[config.mk]
export PLATFORM = sky130hd
export DESIGN_NAME = swd_prog_host
export DESIGN_NICKNAME = d
export VERILOG_FILES = /design/src/common/swd_prog_pkg.sv /design/src/logic/swd_prog_host.sv
export VERILOG_INCLUDE_DIRS = /design/src /design/src/common
export SDC_FILE = /design/constraint.sdc
export NUM_CORES = 1
export LEC_CHECK = 0
export BUFFER_PORTS_ARGS = -buffer_cell sky130_fd_sc_hd__buf_2
export CORE_ASPECT_RATIO = 0.9
export CORE_MARGIN = 4
export CORE_UTILIZATION = 34
export CTS_BUF_LIST = sky130_fd_sc_hd__clkbuf_8
export DETAILED_ROUTE_END_ITERATION = 8
export GPL_TIMING_DRIVEN = 0
export HOLD_SLACK_MARGIN = 0.02
export SYNTH_ARGS = -nofsm -noshare
export SYNTH_HDL_FRONTEND = slang
export SYNTH_SLANG_ARGS = --single-unit
export TNS_END_PERCENT = 100
[constraint.sdc]
create_clock -name clk -period 4.3 [get_ports clk]
set_clock_uncertainty 0.05 [all_clocks]
set_input_delay 0.215 -clock clk [delete_from_list [all_inputs] [get_ports clk]]
set_output_delay 0.215 -clock clk [all_outputs]
set_load 0.05 [all_outputs]
[src/common/swd_prog_defs.svh]
// timing counts, link constants and key values for the serial debug programmer
`ifndef SWD_PROG_DEFS_SVH
`define SWD_PROG_DEFS_SVH

// ----------------------------------------------------------------
// clock and link rate
// ----------------------------------------------------------------
`define CLK_PERIOD_NS         8
`define SWDCK_MAX_KHZ         8000
`define ENTRY_CLOCK_RATE_KHZ  1400
`define SWD_HALF_CYC          (((1000000 / `SWDCK_MAX_KHZ) + 2 * `CLK_PERIOD_NS - 1) / (2 * `CLK_PERIOD_NS))

// ----------------------------------------------------------------
// entry timing
// ----------------------------------------------------------------
`define RESET_PULSE_NS        1000
`define RESET_PULSE_CYC       ((`RESET_PULSE_NS + `CLK_PERIOD_NS - 1) / `CLK_PERIOD_NS)
`define CLOCK_START_DEADLINE_NS 4000
`define CLOCK_START_CYC       (`CLOCK_START_DEADLINE_NS / `CLK_PERIOD_NS)
`define ENTRY_WINDOW_MIN_US   395
`define ENTRY_WINDOW_MAX_US   430
`define ENTRY_WINDOW_CYC      ((`ENTRY_WINDOW_MIN_US * 1000) / `CLK_PERIOD_NS)
`define SWITCH_WAIT_NS        15000
`define SWITCH_WAIT_CYC       ((`SWITCH_WAIT_NS + `CLK_PERIOD_NS - 1) / `CLK_PERIOD_NS)
`define ENTRY_RETRIES         2'd3

// ----------------------------------------------------------------
// packet fields and keys
// ----------------------------------------------------------------
`define ACK_OK                3'b001
`define A_IDCODE              2'b00
`define A_TAR                 2'b01
`define A_DRW                 2'b11
`define ACQUIRE_KEY           32'h7b0c06db
`define TEST_KEY_ADDR         32'h40050210
`define TEST_KEY              32'hea7e30a9
`define SWITCH_KEY            16'he79e
`define SWITCH_ONES_END       8'd56
`define SWITCH_KEY_END        8'd72
`define SWITCH_TAIL_END       8'd128
`define SWITCH_LEN            8'd132

`endif

[src/common/swd_prog_pkg.sv]
// state and phase types of the serial debug programmer
package swd_prog_pkg;

	typedef enum logic [3:0] {
		S_IDLE, S_RESET, S_ACQ, S_TKADDR, S_TKDATA, S_WAIT15, S_SWITCH,
		S_IDREAD, S_READY, S_VTAR, S_VDRW, S_VBUF, S_PASS, S_FAIL
	} seq_state_t;

	typedef enum logic [3:0] {
		PH_IDLE, PH_HDR, PH_TRN1, PH_ACK, PH_TRN2, PH_WDATA, PH_RDATA,
		PH_TRN3, PH_TAIL, PH_RAW
	} phase_t;

endpackage : swd_prog_pkg

[src/logic/swd_prog_host.sv]
// host programmer: reset, port acquire, test mode entry, id check and byte verify
`timescale 1ns/1ps
`include "swd_prog_defs.svh"

module swd_prog_host #(
	parameter int unsigned ENTRY_WINDOW_CYC = `ENTRY_WINDOW_CYC,
	parameter logic [31:0] EXPECTED_IDCODE  = 32'h0badc0de  // value arbitrary
) (
	input  wire logic        clk,
	input  wire logic        rst_b,
	input  wire logic        start,
	input  wire logic        verify_en,
	input  wire logic        prog_done,
	input  wire logic [31:0] verify_base,
	input  wire logic [15:0] verify_len,
	input  wire logic [7:0]  exp_byte,
	output logic      [15:0] exp_idx,
	output logic             busy,
	output logic             entered,
	output logic             pass,
	output logic             fail,
	output logic             xres_b,
	output logic             swdck,
	input  wire logic        swdio_i,
	output logic             swdio_o,
	output logic             swdio_oe
);
	import swd_prog_pkg::*;

	localparam logic [3:0]  HALF_M1   = 4'(`SWD_HALF_CYC - 1);
	localparam logic [10:0] RESET_M1  = 11'(`RESET_PULSE_CYC - 1);
	localparam logic [10:0] WAIT_M1   = 11'(`SWITCH_WAIT_CYC - 1);
	localparam int          START_MAX = `CLOCK_START_CYC;
	localparam logic [15:0] SW_KEY    = `SWITCH_KEY;

	seq_state_t  state_q, state_d;
	phase_t      ph_q, ph_d;
	logic [10:0] tmr_q, tmr_d;
	logic [15:0] elapsed_q;
	logic [1:0]  retry_q, retry_d;
	logic [15:0] idx_q, idx_d;
	logic        entered_q;
	logic        xres_b_q;
	logic [3:0]  div_q;
	logic        swdck_q;
	logic [7:0]  cnt_q, cnt_d;
	logic        swdio_o_q, swdio_oe_q;
	logic        sdi_m, sdi_q;
	logic [2:0]  ack_q;
	logic [31:0] rd_q;
	logic        rpar_q;
	logic [7:0]  low_cnt_q;

	// ----------------------------------------------------------------
	// pin synchroniser
	// ----------------------------------------------------------------
	always_ff @(posedge clk) begin
		if (!rst_b) begin
			sdi_m <= 1'b0;
			sdi_q <= 1'b0;
		end else begin
			sdi_m <= swdio_i;
			sdi_q <= sdi_m;
		end
	end

	// ----------------------------------------------------------------
	// link clock divider
	// ----------------------------------------------------------------
	// 8 cycles a half gives 7.8 MHz: under the 8 MHz ceiling, well over 1.4 MHz
	wire clk_run = (state_q != S_IDLE) && (state_q != S_RESET);
	wire div_end = (div_q == HALF_M1);
	wire fall    = clk_run && swdck_q && div_end;

	always_ff @(posedge clk) begin
		if (!rst_b || !clk_run) begin
			div_q   <= 4'h0;
			swdck_q <= 1'b0;
		end else begin
			div_q   <= div_end ? 4'h0 : div_q + 4'h1;
			swdck_q <= div_end ? !swdck_q : swdck_q;
		end
	end

	// ----------------------------------------------------------------
	// transaction selection by sequence state
	// ----------------------------------------------------------------
	wire [31:0] vaddr     = verify_base + {16'h0000, idx_q};
	wire        apndp_sel = (state_q == S_TKADDR) || (state_q == S_TKDATA)
	                     || (state_q == S_VTAR) || (state_q == S_VDRW);
	wire        rnw_sel   = (state_q == S_IDREAD) || (state_q == S_VDRW) || (state_q == S_VBUF);
	wire        raw_sel   = (state_q == S_SWITCH);
	wire [1:0]  a_sel     = ((state_q == S_TKADDR) || (state_q == S_VTAR)) ? `A_TAR :
	                        (state_q == S_IDREAD) ? `A_IDCODE : `A_DRW;
	wire [31:0] wd_sel    = (state_q == S_ACQ) ? `ACQUIRE_KEY :
	                        (state_q == S_TKADDR) ? `TEST_KEY_ADDR :
	                        (state_q == S_TKDATA) ? `TEST_KEY : {vaddr[31:2], 2'b00};
	wire        txn_state = (state_q == S_ACQ) || (state_q == S_TKADDR)
	                     || (state_q == S_TKDATA) || raw_sel || (state_q == S_IDREAD)
	                     || (state_q == S_VTAR) || (state_q == S_VDRW) || (state_q == S_VBUF);
	wire        xfer_go   = txn_state && (ph_q == PH_IDLE);
	wire [7:0]  hdr_w     = {1'b1, 1'b0, ^{a_sel, rnw_sel, apndp_sel}, a_sel[1], a_sel[0],
	                         rnw_sel, apndp_sel, 1'b1};

	// ----------------------------------------------------------------
	// bit engine, one slot per link clock period
	// ----------------------------------------------------------------
	function automatic logic [7:0] ph_len(input phase_t p);
		case (p)
			PH_HDR:   ph_len = 8'd8;
			PH_ACK:   ph_len = 8'd3;
			PH_WDATA: ph_len = 8'd33;
			PH_RDATA: ph_len = 8'd33;
			PH_TAIL:  ph_len = 8'd2;
			PH_RAW:   ph_len = `SWITCH_LEN;
			default:  ph_len = 8'd1;
		endcase
	endfunction : ph_len

	wire       last   = (cnt_q == ph_len(ph_q) - 8'd1);
	wire [2:0] ack_now = {sdi_q, ack_q[1:0]};

	always_comb begin
		ph_d  = ph_q;
		cnt_d = last ? 8'd0 : cnt_q + 8'd1;
		case (ph_q)
			PH_IDLE: begin
				cnt_d = 8'd0;
				if (xfer_go) ph_d = raw_sel ? PH_RAW : PH_HDR;
			end
			PH_HDR:   if (last) ph_d = PH_TRN1;
			PH_TRN1:  ph_d = PH_ACK;
			PH_ACK:   if (last) ph_d = (ack_now != `ACK_OK) ? PH_TRN3 :
			                           rnw_sel ? PH_RDATA : PH_TRN2;
			PH_TRN2:  ph_d = PH_WDATA;
			PH_WDATA: if (last) ph_d = PH_TAIL;
			PH_RDATA: if (last) ph_d = PH_TRN3;
			PH_TRN3:  ph_d = PH_TAIL;
			PH_TAIL:  if (last) ph_d = PH_IDLE;
			PH_RAW:   if (last) ph_d = PH_IDLE;
			default:  ph_d = PH_IDLE;
		endcase
	end

	wire [3:0] key_i   = 4'(cnt_d - `SWITCH_ONES_END);
	wire       raw_bit = (cnt_d < `SWITCH_ONES_END) ? 1'b1 :
	                     (cnt_d < `SWITCH_KEY_END) ? SW_KEY[key_i] :
	                     (cnt_d < `SWITCH_TAIL_END);
	wire       drive_d = (ph_d == PH_IDLE) || (ph_d == PH_HDR) || (ph_d == PH_WDATA)
	                  || (ph_d == PH_TAIL) || (ph_d == PH_RAW);
	wire       bit_d   = (ph_d == PH_HDR) ? hdr_w[cnt_d[2:0]] :
	                     (ph_d == PH_WDATA) ? (cnt_d[5] ? ^wd_sel : wd_sel[cnt_d[4:0]]) :
	                     (ph_d == PH_RAW) ? raw_bit : 1'b0;

	// switch sequence mode-select bits move on the falling edge like all other bits
	always_ff @(posedge clk) begin
		if (!rst_b) begin
			ph_q       <= PH_IDLE;
			cnt_q      <= 8'd0;
			swdio_o_q  <= 1'b0;
			swdio_oe_q <= 1'b1;
		end else if (fall) begin
			ph_q       <= ph_d;
			cnt_q      <= cnt_d;
			swdio_o_q  <= bit_d;
			swdio_oe_q <= drive_d;
		end
	end

	// target launched mid-slot on the rising edge; sampled at the closing fall
	// no data returns during the switch, so nothing is sampled at the fall
	always_ff @(posedge clk) begin
		if (!rst_b) begin
			ack_q  <= 3'b000;
			rd_q   <= 32'h0000_0000;
			rpar_q <= 1'b0;
		end else if (fall && ph_q == PH_ACK) begin
			ack_q[cnt_q[1:0]] <= sdi_q;
		end else if (fall && ph_q == PH_RDATA) begin
			if (cnt_q[5]) rpar_q <= sdi_q;
			else rd_q[cnt_q[4:0]] <= sdi_q;
		end
	end

	wire xfer_done = fall && last && ((ph_q == PH_TAIL) || (ph_q == PH_RAW));
	wire xfer_ok   = (ack_q == `ACK_OK) && (!rnw_sel || ((^rd_q) == rpar_q));
	wire [7:0] rd_byte = rd_q[{vaddr[1:0], 3'b000} +: 8];

	// ----------------------------------------------------------------
	// entry and verify sequencer
	// ----------------------------------------------------------------
	wire        late      = (elapsed_q >= 16'(ENTRY_WINDOW_CYC));
	wire        verify_ok = verify_en && prog_done && (verify_len != 16'h0000);
	seq_state_t retry_st;
	assign retry_st = (retry_q == `ENTRY_RETRIES) ? S_FAIL : S_RESET;

	always_comb begin
		state_d = state_q;
		retry_d = retry_q;
		idx_d   = idx_q;
		case (state_q)
			S_IDLE: if (start) begin
				state_d = S_RESET;
				retry_d = 2'd0;
			end
			S_RESET:  if (tmr_q == RESET_M1) state_d = S_ACQ;
			S_ACQ: if (xfer_done) begin
				if (xfer_ok && !late) state_d = S_TKADDR;
				else if (late) state_d = retry_st;
			end
			S_TKADDR: if (xfer_done) state_d = (xfer_ok && !late) ? S_TKDATA : retry_st;
			S_TKDATA: if (xfer_done) state_d = (xfer_ok && !late) ? S_WAIT15 : retry_st;
			S_WAIT15: if (tmr_q == WAIT_M1) state_d = S_SWITCH;
			S_SWITCH: if (xfer_done) state_d = S_IDREAD;
			S_IDREAD: if (xfer_done) begin
				state_d = (xfer_ok && rd_q == EXPECTED_IDCODE) ? S_READY : S_FAIL;
			end
			S_READY: begin
				idx_d   = 16'h0000;
				state_d = verify_ok ? S_VTAR : S_PASS;
			end
			S_VTAR: if (xfer_done) state_d = xfer_ok ? S_VDRW : S_FAIL;
			S_VDRW: if (xfer_done) state_d = xfer_ok ? S_VBUF : S_FAIL;
			S_VBUF: if (xfer_done) begin
				if (!xfer_ok || rd_byte != exp_byte) state_d = S_FAIL;
				else if (idx_q == verify_len - 16'h0001) state_d = S_PASS;
				else begin
					state_d = S_VTAR;
					idx_d   = idx_q + 16'h0001;
				end
			end
			S_PASS, S_FAIL: if (start) begin
				state_d = S_RESET;
				retry_d = 2'd0;
			end
			default: state_d = S_IDLE;
		endcase
		if (state_d == S_RESET && state_q != S_IDLE && !start) retry_d = retry_q + 2'd1;
		tmr_d = (state_d != state_q) ? 11'd0 : tmr_q + 11'd1;
	end

	always_ff @(posedge clk) begin
		if (!rst_b) begin
			state_q   <= S_IDLE;
			tmr_q     <= 11'd0;
			retry_q   <= 2'd0;
			idx_q     <= 16'h0000;
			xres_b_q  <= 1'b1;
			entered_q <= 1'b0;
		end else begin
			state_q   <= state_d;
			tmr_q     <= tmr_d;
			retry_q   <= retry_d;
			idx_q     <= idx_d;
			xres_b_q  <= (state_d != S_RESET);
			entered_q <= (state_d == S_RESET) ? 1'b0 : entered_q || (state_d == S_READY);
		end
	end

	// counts from reset release; 16 bits cover 430 us at 8 ns
	always_ff @(posedge clk) begin
		if (!rst_b || state_q == S_RESET) elapsed_q <= 16'h0000;
		else if (elapsed_q != 16'hffff) elapsed_q <= elapsed_q + 16'h0001;
	end

	assign exp_idx  = idx_q;
	assign busy     = (state_q != S_IDLE) && (state_q != S_PASS) && (state_q != S_FAIL);
	assign entered  = entered_q;
	assign pass     = (state_q == S_PASS);
	assign fail     = (state_q == S_FAIL);
	assign xres_b   = xres_b_q;
	assign swdck    = swdck_q;
	assign swdio_o  = swdio_o_q;
	assign swdio_oe = swdio_oe_q;

	// ----------------------------------------------------------------
	// checks
	// ----------------------------------------------------------------
	always_ff @(posedge clk) begin
		if (!rst_b || xres_b_q) low_cnt_q <= 8'd0;
		else if (low_cnt_q != 8'hff) low_cnt_q <= low_cnt_q + 8'd1;
	end
endmodule : swd_prog_host

==> results of run 1 <==
==> worst max-delay path: stages, from the launching register on <==
cell and delay [ps]:
dfxtp_4 380, ha_4 170, fa_2 400, a21o_1 230
a221oi_4 380, o22ai_4 130, or4_4 420, o211ai_1 150
xnor2_1 170, xnor3_1 230, nor2_1 120, xnor3_1 420
xnor3_1 430, xnor2_2 180, o211ai_1 130, a32o_1 230
==> metrics by stage <==
| stage | power, mW | TNS [ps] |
|---|---|---|
| finish | 2.08 | -22.8 |
| global route | 2.16 | -193 |
| CTS | 2.07 | 0 |
| detailed placement | 1.34 | -20590 |
| global placement | 1.34 | -24810 |
| floorplan | 1.24 | 0 |
==> power by group through the flow <==
| stage | sequential, mW | clock, mW | combinational (mW) |
|---|---|---|---|
| after detailed placement | 1.03 | 0 | 0.309 |
| after CTS | 1.01 | 0.743 | 0.316 |
| after global routing | 1.01 | 0.776 | 0.377 |
| after global placement | 1.03 | 0 | 0.307 |
| after floorplan | 1.03 | 0 | 0.208 |
| final | 1.01 | 0.719 | 0.347 |
==> registers in the layout (all words and copies together), names as in the netlist, 2 cells and up <==
register   cells
rd_q          32
retry_q        2
div_q          4
state_q        4
ack_q          3
ph_q           4
exp_idx       16
elapsed_q     16
tmr_q         11
cnt_q          8
==> cell usage in the layout, fill, tap and decap left out, types with 8 or more instances in the layout <==
cell and count:
nand2_1 149, nor2_1 101, dfxtp_1 100, buf_2 87, nand3_1 71, xor2_1 62
xnor2_1 61, o21ai_0 52, clkbuf_1 49, a21oi_1 49, inv_1 45, ha_1 40
a21boi_0 30, nor2b_1 29, buf_4 28, nor3_1 27, nand4_1 27, mux2i_1 23
and2_1 20, a21o_1 17, and3_1 17, nand2b_1 13, or3_1 13, o211ai_1 11
a211oi_1 11, a31oi_1 10, nor3b_1 10, a211o_1 9, clkbuf_8 9, xnor3_1 8
mux4_2 8
==> cells by family after synthesis <==
logic type                 after synthesis
and+or+nand+nor                        535
AOI/OAI and AO/OA                      263
xor gates and xnor gates               133
buffers and inverters                  116
DFF                                    108
adders and majority gates               49
muxes                                   33
==> how the worst min path moves through the flow <==
stage                       start     endpoint
after global routing        rst_b  exp_idx[10]
after global placement      sdi_m        sdi_q
after CTS                   rst_b  exp_idx[10]
after floorplan           swdio_i        sdi_m
after detailed placement    sdi_m        sdi_q
final                       rst_b  exp_idx[10]
==> layout make-up <==
type                    instances  area [um^2]
flip-flops and latches        108         2170
repair buffers                109          608
diodes                          1         2.50
well taps                     354          443
inverters                      46          173
multi-input cells            1013         7140
clock buffers                   9          124
fillers                      2825        16000
clock inverters                 7          103
plain buffers                  63          287
==> routing by layer <==
layer / vias to the layer above / share of wire, % / track usage (%)
met3: 28 / 5.4 / 2.35
met4: 0 / 1.6 / 3.98
li1: 4642 / - / -
met5: - / 0 / 0
met2: 284 / 45 / 27.2
met1: 4376 / 48 / 26.3
==> timing repair <==
item,CTS,global route
endpoints found under the setup margin,34,24
pin swaps,6,29
endpoints found under the hold margin,1,0
resized for setup,32,67
hold buffers,1,0
setup buffers,5,18
gates cloned,0,1
==> summary.md, run 1 <==
| Metric | Value |
|---|---|
| Hold depth | `3` |
| CTS tree | `yes` |
| CP startpoint kind | `register` |
| Die ar. | `between 30000 and 40000 um^2` |
| Switching Share | `29.6%` |
| Critical R2R Capture | `swdio_o` |
| Cells after Synth | `1237` |
| Clk pin slew, worst setup/hold paths | `around 130 ps` |
| Async SR Flop Fraction | `0%` |
| Required time worst endpoint | `4560 ps` |
| Area delta synth->final | `17.7%` |
| Mean Syn Cell Area | `between 7 and 8 um^2` |
| Worst-path fanout max | `4` |
| Root Buffer | `clkbuf_8` |
| Main combinational cell family by area after synthesis | `simple AND/OR/NAND/NOR gates` |
| Post-synth EDFFs | `0` |
| Worst EP arrival | `4580 ps` |
| Ys Warns | `0` |
| Post-synth top area share | `23.0%` |
| Die W | `183 um` |
| Dpl hpwl | `approximately 22000 um` |
| Reg-to-reg startpoint | `exp_idx[0]` |
| PortBufs | `84` |
| Post-route cell area | `11100 um^2` |
| Pwr dens | `188 nW/um^2` |
| Clock share of power | `34.6%` |
| Gate power share | `16.7%` |
| Fin nets | `1461` |
| Max Slew Vio Count | `0` |
| Synthesized-area fraction occupied by adder cells | `6.60%` |
| Clock sinks | `108` |
| Worst Setup SP | `exp_idx[0]` |
| Vias per inst | `5.46` |
| Sw Pwr | `about 600 uW` |
| Vias | `9330` |
| Post-DP Area | `10300 um^2` |
| Worst slew pin tran | `1100 ps` |
| Num CTS Buffers | `9` |
| Register area share after synthesis | `between 20% and 30%` |
| Initial antenna violation count | `1` |
| Distinct cells, synth | `75` |
| Top_reg_cell synth | `dfxtp_1` |
| Routability-driven placement congestion ratio | `0.931` |
| Internal Power | `1.46 mW` |
| CP endpoint | `swdio_o` |
| Final hold violations | `0` |
| Gr ovfl total | `0` |
| Simple-gate portion of the synthesized area | `28.4%` |
| Total GRT Usage | `17.7%` |
| Peak VDD IR | `0.000150 V` |
| Min Clock Period, post-route | `4320 ps` |
| Slew headroom | `26.0%` |
| TritonRoute pass-1 iters | `7` |
| Global-route wire length before repair | `roughly 45000 um` |
| Max frequency | `~0.23 GHz` |
| Die H | `166 um` |
| Hold Slack | `201 ps` |
| Non-filler cells, final | `between 1500 and 2000` |
| Run status | `finished with violations` |
| Largest net degree at the start of global routing | `22` |
| Count leader, synth | `nand2_1` |
| Row cnt | `57` |
| Mux contribution to synthesized area | `under 10%` |
| Synth area leader | `dfxtp_1` |
| DRC | `0` |
| CP Capture Type | `register` |
| Pre-CTS setup slack | `-1060 ps` |
| Reg2reg setup slack | `-20 ps` |
| Max-cap violations | `0` |
| Syn Nets | `about 1300` |
| Routed len/inst | `approximately 16 um` |
| Ranking of synthesized cells by area | `dfxtp_1 23%, ha_1 6.4%, nand2_1 6.0%` |
| Clock buffer depth | `2` |
| Layout cells sized above 1 | `16.4%` |
| Post-synthesis xor/xnor area fraction | `a little over an eighth` |
| Compound-gate portion of the synthesized area | `18.9%` |
| RSZ-0062 raised after global routing | `yes` |
| DP Cell Count | `1675` |
| Leak pwr | `4.23 nW` |
| H-Tree Depth | `3` |
| Vias in the first global route | `roughly 8500` |
| Fin crit share | `101%` |
| Most common library cells after synthesis | `151 x nand2_1, 108 x dfxtp_1, 103 x nor2_1, 72 x nand3_1, 63 x xnor2_1` |
| # IOs | `86` |
| Final WS setup | `-22.8 ps` |
| Final core utilization | `about two fifths` |
| Initial Util | `34.7%` |
| Final Setup Violations | `1` |
| CP Class | `register to register` |
| Netlist Area Pre-Place | `9400 um^2` |
| Clock Latency Late Sink | `410 ps` |
| Flops & latches, synth | `108` |
| Sequential share of power | `between 40 and 50%` |
| Detailed-route wire length | `28200 um` |
| Initial DRC count | `808` |
| Min-Delay Path Class | `input port to register` |
| ANT nets after route | `0` |
| Core area | `between 20000 and 30000 um^2` |
| FF-to-FF path depth | `15` |
| Violated checks | `setup timing` |
No activity file was read; power rests on OpenSTA's default activity.
==> run 2: changes to the inputs <==
--- a/config.mk
+++ b/config.mk
@@ -14,6 +14,7 @@
 export DETAILED_ROUTE_END_ITERATION = 8
 export GPL_TIMING_DRIVEN = 0
 export HOLD_SLACK_MARGIN = 0.02
+export RECOVER_POWER = 50
 export SYNTH_ARGS = -nofsm -noshare
 export SYNTH_HDL_FRONTEND = slang
 export SYNTH_SLANG_ARGS = --single-unit
==> constraint.sdc (replaced) <==
create_clock -name clk -period 4.3 [get_ports clk]
set_clock_uncertainty 0.05 [all_clocks]
set_input_delay 0.215 -clock clk [delete_from_list [all_inputs] [get_ports clk]]
set_output_delay 0.215 -clock clk [all_outputs]
set_load 0.1 [all_outputs]
==> run 2 against run 1 <==
Against the previous run:
- flip-flop and latch count unchanged
- first-iteration DRC count is 12% higher
- fmax grew 3.1%
- total power is 0.78% lower
- sequential power barely moved
- combinational power fell by 5%
- via count barely moved
- highest routed layer unchanged
- setup slack improved by 130 ps
- worst hold slack lost 22 ps
- the run now ends clean
- critical path depth rose by 4
- clock-buffer cell count stayed put
- non-clock buffer count is 10 lower
==> summary.md, run 2 (synthesis gave the netlist of run 1 again) <==
| Metric | Value |
|---|---|
| Run status | `finished clean (was finished with violations)` |
| Final hold violations | `0 (unchanged)` |
| Initial antenna violation count | `0 (was 1)` |
| Clock Latency Late Sink | `410 ps (about the same)` |
| Dpl hpwl | `21700 um (about the same)` |
| Die H | `166 um (unchanged)` |
| H-Tree Depth | `3 (unchanged)` |
| Final Setup Violations | `0 (was 1)` |
| Vias | `9333 (was 9330)` |
| Global-route wire length before repair | `46100 um (was 45000 um)` |
| Worst slew pin tran | `1290 ps (was 1100 ps)` |
| Fin nets | `1451 (was 1461)` |
| Min Clock Period, post-route | `4190 ps (was 4320 ps)` |
| DP Cell Count | `1675 (unchanged)` |
| CP Class | `register to register (unchanged)` |
| Pwr dens | `190 nW/um^2 (was 188 nW/um^2)` |
| CP startpoint kind | `register (unchanged)` |
| Core area | `27100 um^2 (unchanged)` |
| Clock buffer depth | `2 (unchanged)` |
| Slew headroom | `14.2% (was 26.0%)` |
| CTS tree | `yes (unchanged)` |
| Worst-path fanout max | `10 (was 4)` |
| Clk pin slew, worst setup/hold paths | `140 ps (was 130 ps)` |
| # IOs | `86 (unchanged)` |
| Setup TNS | `0 ps (was -22.8 ps)` |
| Worst EP arrival | `4440 ps (was 4580 ps)` |
| Clock sinks | `108 (unchanged)` |
| Largest register FFs | `32 (unchanged)` |
| DRC | `0 (unchanged)` |
| Max frequency | `0.238 GHz (was 0.231 GHz)` |
| Leak pwr | `4.05 nW (was 4.23 nW)` |
| Largest net degree at the start of global routing | `22 (unchanged)` |
| Peak VDD IR | `0.000129 V (was 0.000150 V)` |
| Root Buffer | `clkbuf_8 (unchanged)` |
| Initial DRC count | `907 (was 808)` |
| Die ar. | `30400 um^2 (unchanged)` |
| RSZ-0062 raised after global routing | `yes (unchanged)` |
| Gr ovfl total | `0 (unchanged)` |
| Initial Util | `34.7% (unchanged)` |
| Min-Delay Path Class | `input port to register (unchanged)` |
| Layout cells sized above 1 | `12.6% (was 16.4%)` |
| Detailed-route wire length | `28300 um (was 28200 um)` |
| CP max-delay cell | `clkbuf_1 (was xnor3_1)` |
| Most frequent cell on the critical path | `o211ai_1 (was xnor3_1)` |
| Fin crit share | `97.5% (was 101%)` |
| TritonRoute pass-1 iters | `8 (was 7)` |
| Required time worst endpoint | `4550 ps (was 4560 ps)` |
| Total GRT Usage | `18.1% (was 17.7%)` |
| Vias in the first global route | `8743 (was 8548)` |
| Row cnt | `57 (unchanged)` |
| Top reg by flops | `rd_q (unchanged)` |
| Crit path largest cell delay | `420 ps (was 430 ps)` |
| Non-filler cells, final | `1699 (was 1710)` |
| Final WS setup | `106 ps (was -22.8 ps)` |
| Most common cell after layout, fill and taps aside | `nand2_1 (unchanged)` |
| Num CTS Buffers | `9 (unchanged)` |
| CP Capture Type | `register (unchanged)` |
| Ant diodes | `0 (was 1)` |
| Routed len/inst | `16.7 um (was 16.5 um)` |
| Tot Pwr | `2.06 mW (was 2.08 mW)` |
| ANT nets after route | `0 (unchanged)` |
| PortBufs | `84 (unchanged)` |
| Max-cap violations | `0 (unchanged)` |
| Critical path's top delay family | `compound AO/OA/AOI/OAI gates (was XOR/XNOR gates)` |
| Post-route cell area | `10800 um^2 (was 11100 um^2)` |
| Crit-path cells | `buf_4 -> buf_4 -> nand3b_1 -> o21ai_1 -> nand2b_1 -> ha_1 -> xor2_1 -> and3b_1 -> o2111ai_2 -> o32ai_2 -> and2_2 -> nor2_1 -> clkbuf_1 -> o311ai_0 -> a21oi_1 -> o211ai_1 -> o211ai_1 -> o211ai_1 -> a32o_1 (was ha_4 -> fa_2 -> a21o_1 -> a221oi_4 -> o22ai_4 -> or4_4 -> o211ai_1 -> xnor2_1 -> xnor3_1 -> nor2_1 -> xnor3_1 -> xnor3_1 -> xnor2_2 -> o211ai_1 -> a32o_1)` |
| Commonest non-fill, non-tap cells in the layout | `148 x nand2_1, 103 x nor2_1, 100 x dfxtp_1 (was 149 x nand2_1, 101 x nor2_1, 100 x dfxtp_1)` |
| Area delta synth->final | `15.2% (was 17.7%)` |
| Filler Cell Count | `2869 (was 2825)` |
| Max Slew Vio Count | `0 (unchanged)` |
| Die W | `183 um (unchanged)` |
| WP buf/inv | `3 (was 0)` |
| Post-DP Area | `10300 um^2 (about the same)` |
| Vias per inst | `5.49 (was 5.46)` |
| Pre-CTS setup slack | `-1100 ps (was -1060 ps)` |
| Routability-driven placement congestion ratio | `0.934 (was 0.931)` |
-- run 2: metrics by stage --
stage,utilization (%),hold WS (ps)
after floorplan,-,292
after global placement,37.9,369
after detailed placement,37.9,367
after CTS,39.4,181
after global routing,39.9,198
final,39.9,179
-- run 2: final cells by class --
cell class,count,area (um^2),area share [%]
clock buffers,9,124,1.14
inverters,46,173,1.59
plain buffers,66,302,2.79
repair buffers,96,485,4.48
clock inverters,7,103,0.948
multi-input cells,1013,7020,64.9
well taps,354,443,4.09
flip-flops and latches,108,2170,20.1
-- run 2: routing by layer --
metal	global-route usage [%]	routed length, um
met1	26.8	13900
met3	2.11	1340
met2	28.6	12700
met4	3.53	351
met5	0	0
-- run 2: what timing repair did --
item,in CTS,in global routing
pin swaps,4,12
hold buffers,1,0
buffers inserted,5,5
endpoints found under the setup margin,34,23
gates resized for setup,27,48
endpoints found under the hold margin,1,0
gates cloned,0,1
-- run 2: report_power, final --
part | total, mW | leakage [nW] | internal (mW) | switching [mW]
Sequential | 1.01 | 0.876 | 1.01 | 0.00495
Combinational | 0.329 | 3.06 | 0.148 | 0.181
Clock | 0.720 | 0.113 | 0.291 | 0.429
Total | 2.06 | 4.05 | 1.44 | 0.615
-- run 2: path summary, 6_finish.rpt --
check               start     endpoint  slack, ps  depth (start not counted)
setup / recovery  ph_q[3]      swdio_o        110                         19
hold / removal      rst_b  exp_idx[13]        180                          3
setup reg to reg  ph_q[3]      swdio_o        110                         19
hold reg to reg     sdi_m        sdi_q        390                          1
-- run 2: worst register-to-register path: cells and delay by family (launching register included) --
family	cells	cell delay (ps)
compound gates	9	1590
flops	1	340
buf+inv	3	760
fa+ha+maj	1	230
simple gates	5	970
xor+xnor	1	160
==> run 3: changes to the inputs <==
--- a/config.mk
+++ b/config.mk
@@ -7,13 +7,15 @@
 export NUM_CORES = 1
 export LEC_CHECK = 0
 export BUFFER_PORTS_ARGS = -buffer_cell sky130_fd_sc_hd__buf_2
-export CORE_ASPECT_RATIO = 0.9
+export CORE_ASPECT_RATIO = 0.5
 export CORE_MARGIN = 4
 export CORE_UTILIZATION = 34
 export CTS_BUF_LIST = sky130_fd_sc_hd__clkbuf_8
+export CTS_CLUSTER_SIZE = 40
 export DETAILED_ROUTE_END_ITERATION = 8
 export GPL_TIMING_DRIVEN = 0
 export HOLD_SLACK_MARGIN = 0.02
+export PLACE_DENSITY = 0.58
 export RECOVER_POWER = 50
 export SYNTH_ARGS = -nofsm -noshare
 export SYNTH_HDL_FRONTEND = slang
==> run 3 against run 2 <==
Against the previous run:
- total power about the same
- setup slack worse by 24 ps
- worst hold slack got worse by 19 ps
- cell count rose by 0.59%
- utilization is 1.4 points higher
- global-route usage up 0.94 points
- sequential share of layout area shrank 0.41 points
- via count grew 1.7%
- sequential power is essentially flat
- critical path depth grew 1
- fmax shrank 0.58%
- critical path type unchanged
- largest cell class unchanged
==> summary.md, run 3 (synthesis gave the netlist of run 1 again) <==
| Metric | Value |
|---|---|
| CP Class | `register to register (unchanged)` |
| Clock Latency Late Sink | `420 ps (was 410 ps)` |
| Max frequency | `0.237 GHz (was 0.238 GHz)` |
| Die ar. | `30500 um^2 (was 30400 um^2)` |
| Vias per inst | `5.55 (was 5.49)` |
| Detailed-route wire length | `29800 um (was 28300 um)` |
| Die H | `126 um (was 166 um)` |
| Crit path largest cell delay | `360 ps (was 420 ps)` |
| Slew headroom | `20.5% (was 14.2%)` |
| Pre-CTS setup slack | `-756 ps (was -1100 ps)` |
| Switching Share | `29.8% (was 29.9%)` |
| Peak VDD IR | `0.000178 V (was 0.000129 V)` |
| Vias | `9492 (was 9333)` |
| Global-route wire length before repair | `47800 um (was 46100 um)` |
| Final WS setup | `81.5 ps (was 106 ps)` |
| Leak pwr | `4.15 nW (was 4.05 nW)` |
| Routed len/inst | `17.5 um (was 16.7 um)` |
| RSZ-0062 raised after global routing | `yes (unchanged)` |
| Fin crit share | `98.1% (was 97.5%)` |
| Clock buffer depth | `2 (unchanged)` |
| Routability-driven placement congestion ratio | `0.948 (was 0.934)` |
| Top reg by flops | `rd_q (unchanged)` |
| Run status | `finished clean (unchanged)` |
| Vias in the first global route | `9011 (was 8743)` |
| Root Buffer | `clkbuf_8 (unchanged)` |
| Num CTS Buffers | `9 (unchanged)` |
| WP buf/inv | `4 (was 3)` |
| CP startpoint kind | `register (unchanged)` |
| Most frequent cell on the critical path | `buf_8 (was o211ai_1)` |
| ANT nets after route | `0 (unchanged)` |
| Gate power share | `17.2% (was 16.0%)` |
| Post-route cell area | `11100 um^2 (was 10800 um^2)` |
| Total GRT Usage | `19.1% (was 18.1%)` |
| Most common cell after layout, fill and taps aside | `nand2_1 (unchanged)` |
| Final hold violations | `0 (unchanged)` |
| Worst slew pin tran | `1200 ps (was 1290 ps)` |
| Sequential share of power | `49.1% (about the same)` |
| Min Clock Period, post-route | `4220 ps (was 4190 ps)` |
| Die W | `243 um (was 183 um)` |
| Max-cap violations | `0 (unchanged)` |
| CP max-delay cell | `a221oi_2 (was clkbuf_1)` |
| Max Slew Vio Count | `0 (unchanged)` |
| # IOs | `86 (unchanged)` |
| Ant diodes | `0 (unchanged)` |
| Commonest non-fill, non-tap cells in the layout | `148 x nand2_1, 95 x dfxtp_1, 93 x nor2_1 (was 148 x nand2_1, 103 x nor2_1, 100 x dfxtp_1)` |
| Crit-path cells | `buf_6 -> buf_8 -> nand3b_1 -> o21ai_1 -> nand2b_1 -> ha_1 -> xnor2_2 -> a311oi_2 -> o2111ai_2 -> buf_4 -> nor3_4 -> nand4_1 -> a221oi_2 -> o221a_2 -> o211a_1 -> o21ai_4 -> mux2i_2 -> o2111ai_4 -> buf_8 -> nor2_4 (was buf_4 -> buf_4 -> nand3b_1 -> o21ai_1 -> nand2b_1 -> ha_1 -> xor2_1 -> and3b_1 -> o2111ai_2 -> o32ai_2 -> and2_2 -> nor2_1 -> clkbuf_1 -> o311ai_0 -> a21oi_1 -> o211ai_1 -> o211ai_1 -> o211ai_1 -> a32o_1)` |
| Row cnt | `42 (was 57)` |
| Setup TNS | `0 ps (unchanged)` |
| Fin nets | `1463 (was 1451)` |
| Hold Slack | `160 ps (was 179 ps)` |
| Largest register FFs | `32 (unchanged)` |
| Core area | `26800 um^2 (was 27100 um^2)` |
| Clock share of power | `33.7% (was 35.0%)` |
| PortBufs | `84 (unchanged)` |
| Pwr dens | `186 nW/um^2 (was 190 nW/um^2)` |
| Final core utilization | `41.3% (was 39.9%)` |
| Initial DRC count | `756 (was 907)` |
| Gr ovfl total | `0 (unchanged)` |
| Dpl hpwl | `23100 um (was 21700 um)` |
| Worst-path fanout max | `5 (was 10)` |
| Sw Pwr | `613 uW (was 615 uW)` |
| DRC | `0 (unchanged)` |
| H-Tree Depth | `3 (unchanged)` |
| Internal Power | `1.45 mW (was 1.44 mW)` |
| Layout cells sized above 1 | `15.3% (was 12.6%)` |
| Initial Util | `35.1% (was 34.7%)` |
| CTS tree | `yes (unchanged)` |
| Critical path's top delay family | `compound AO/OA/AOI/OAI gates (unchanged)` |
| Area delta synth->final | `17.8% (was 15.2%)` |
| CP Capture Type | `register (unchanged)` |
| Required time worst endpoint | `4610 ps (was 4550 ps)` |
| Post-DP Area | `10300 um^2 (about the same)` |
| Worst EP arrival | `4530 ps (was 4440 ps)` |
| Min-Delay Path Class | `input port to register (unchanged)` |
| Initial antenna violation count | `0 (unchanged)` |
| Clock sinks | `108 (unchanged)` |
| Final Setup Violations | `0 (unchanged)` |
| Clk pin slew, worst setup/hold paths | `120 ps (was 140 ps)` |
| Largest net degree at the start of global routing | `20 (was 22)` |
| TritonRoute pass-1 iters | `5 (was 8)` |
-- run 3: cell types whose count changed in the layout (fill, tap and decap cells not counted), moves of 4 or more --
cell | previous run | this run
buf_4 | 12 | 25
ha_1 | 47 | 43
nor2_1 | 103 | 93
dfxtp_1 | 100 | 95
dfxtp_2 | 7 | 13
nor2_2 | 0 | 5
nor2_4 | 0 | 5
-- run 3: what timing repair did --
action	4_1_cts	5_1_grt
endpoints found under the setup margin	25	21
endpoints found under the hold margin	1	0
gates resized for setup	25	93
buffers inserted	4	19
pin swaps	5	36
gates cloned	0	1
hold buffers	1	0
-- run 3: area by class of cell --
type | instances | area (um^2)
Inverter | 46 | 173
Clock buffer | 9 | 124
Multi-Input combinational cell | 1013 | 7160
Sequential cell | 108 | 2180
Tap cell | 352 | 440
Clock inverter | 7 | 82.6
Fill cell | 2755 | 15700
Buffer | 64 | 322
Timing Repair Buffer | 110 | 593
-- run 3: through the flow --
stage                     total power, mW  cells
final                                2.06   1709
after global routing                 2.15   1709
after CTS                            2.06   1691
after floorplan                      1.25   1237
after global placement               1.35   1673
after detailed placement             1.35   1674
-- run 3: power groups by stage --
stage / combinational, mW / clock [mW] / sequential, mW
after global routing: 0.382 / 0.754 / 1.01
after global placement: 0.313 / 0 / 1.03
after detailed placement: 0.318 / 0 / 1.03
after CTS: 0.322 / 0.722 / 1.01
after floorplan: 0.211 / 0 / 1.04
final: 0.354 / 0.695 / 1.01
-- run 3: final timing paths --
path | start | end | slack, ps | cells after the start
setup reg to reg | ph_q[3] | tmr_q[4] | 80 | 20
hold / removal | rst_b | exp_idx[9] | 160 | 3
hold reg to reg | sdi_m | sdi_q | 390 | 1
setup / recovery | ph_q[3] | tmr_q[4] | 80 | 20
-- run 3: routing by layer --
layer	up-vias	part of all wire (%)	track usage, %
met5	-	0	0
met1	4586	47	25.9
met4	0	1.9	5.73
met3	37	4.1	2.93
li1	4625	-	-
met2	244	47	31.4
-- run 3: worst reg2reg max path, delay by kind of cell, from the launching register on --
kind	cells	cell delay (ps)
XOR/XNOR	1	150
AO/OA/AOI/OAI	8	1680
flip-flops	1	350
multiplexers	1	250
adder cells (fa/ha/maj)	1	320
buffers and inverters	4	670
AND/OR/NAND/NOR	5	680
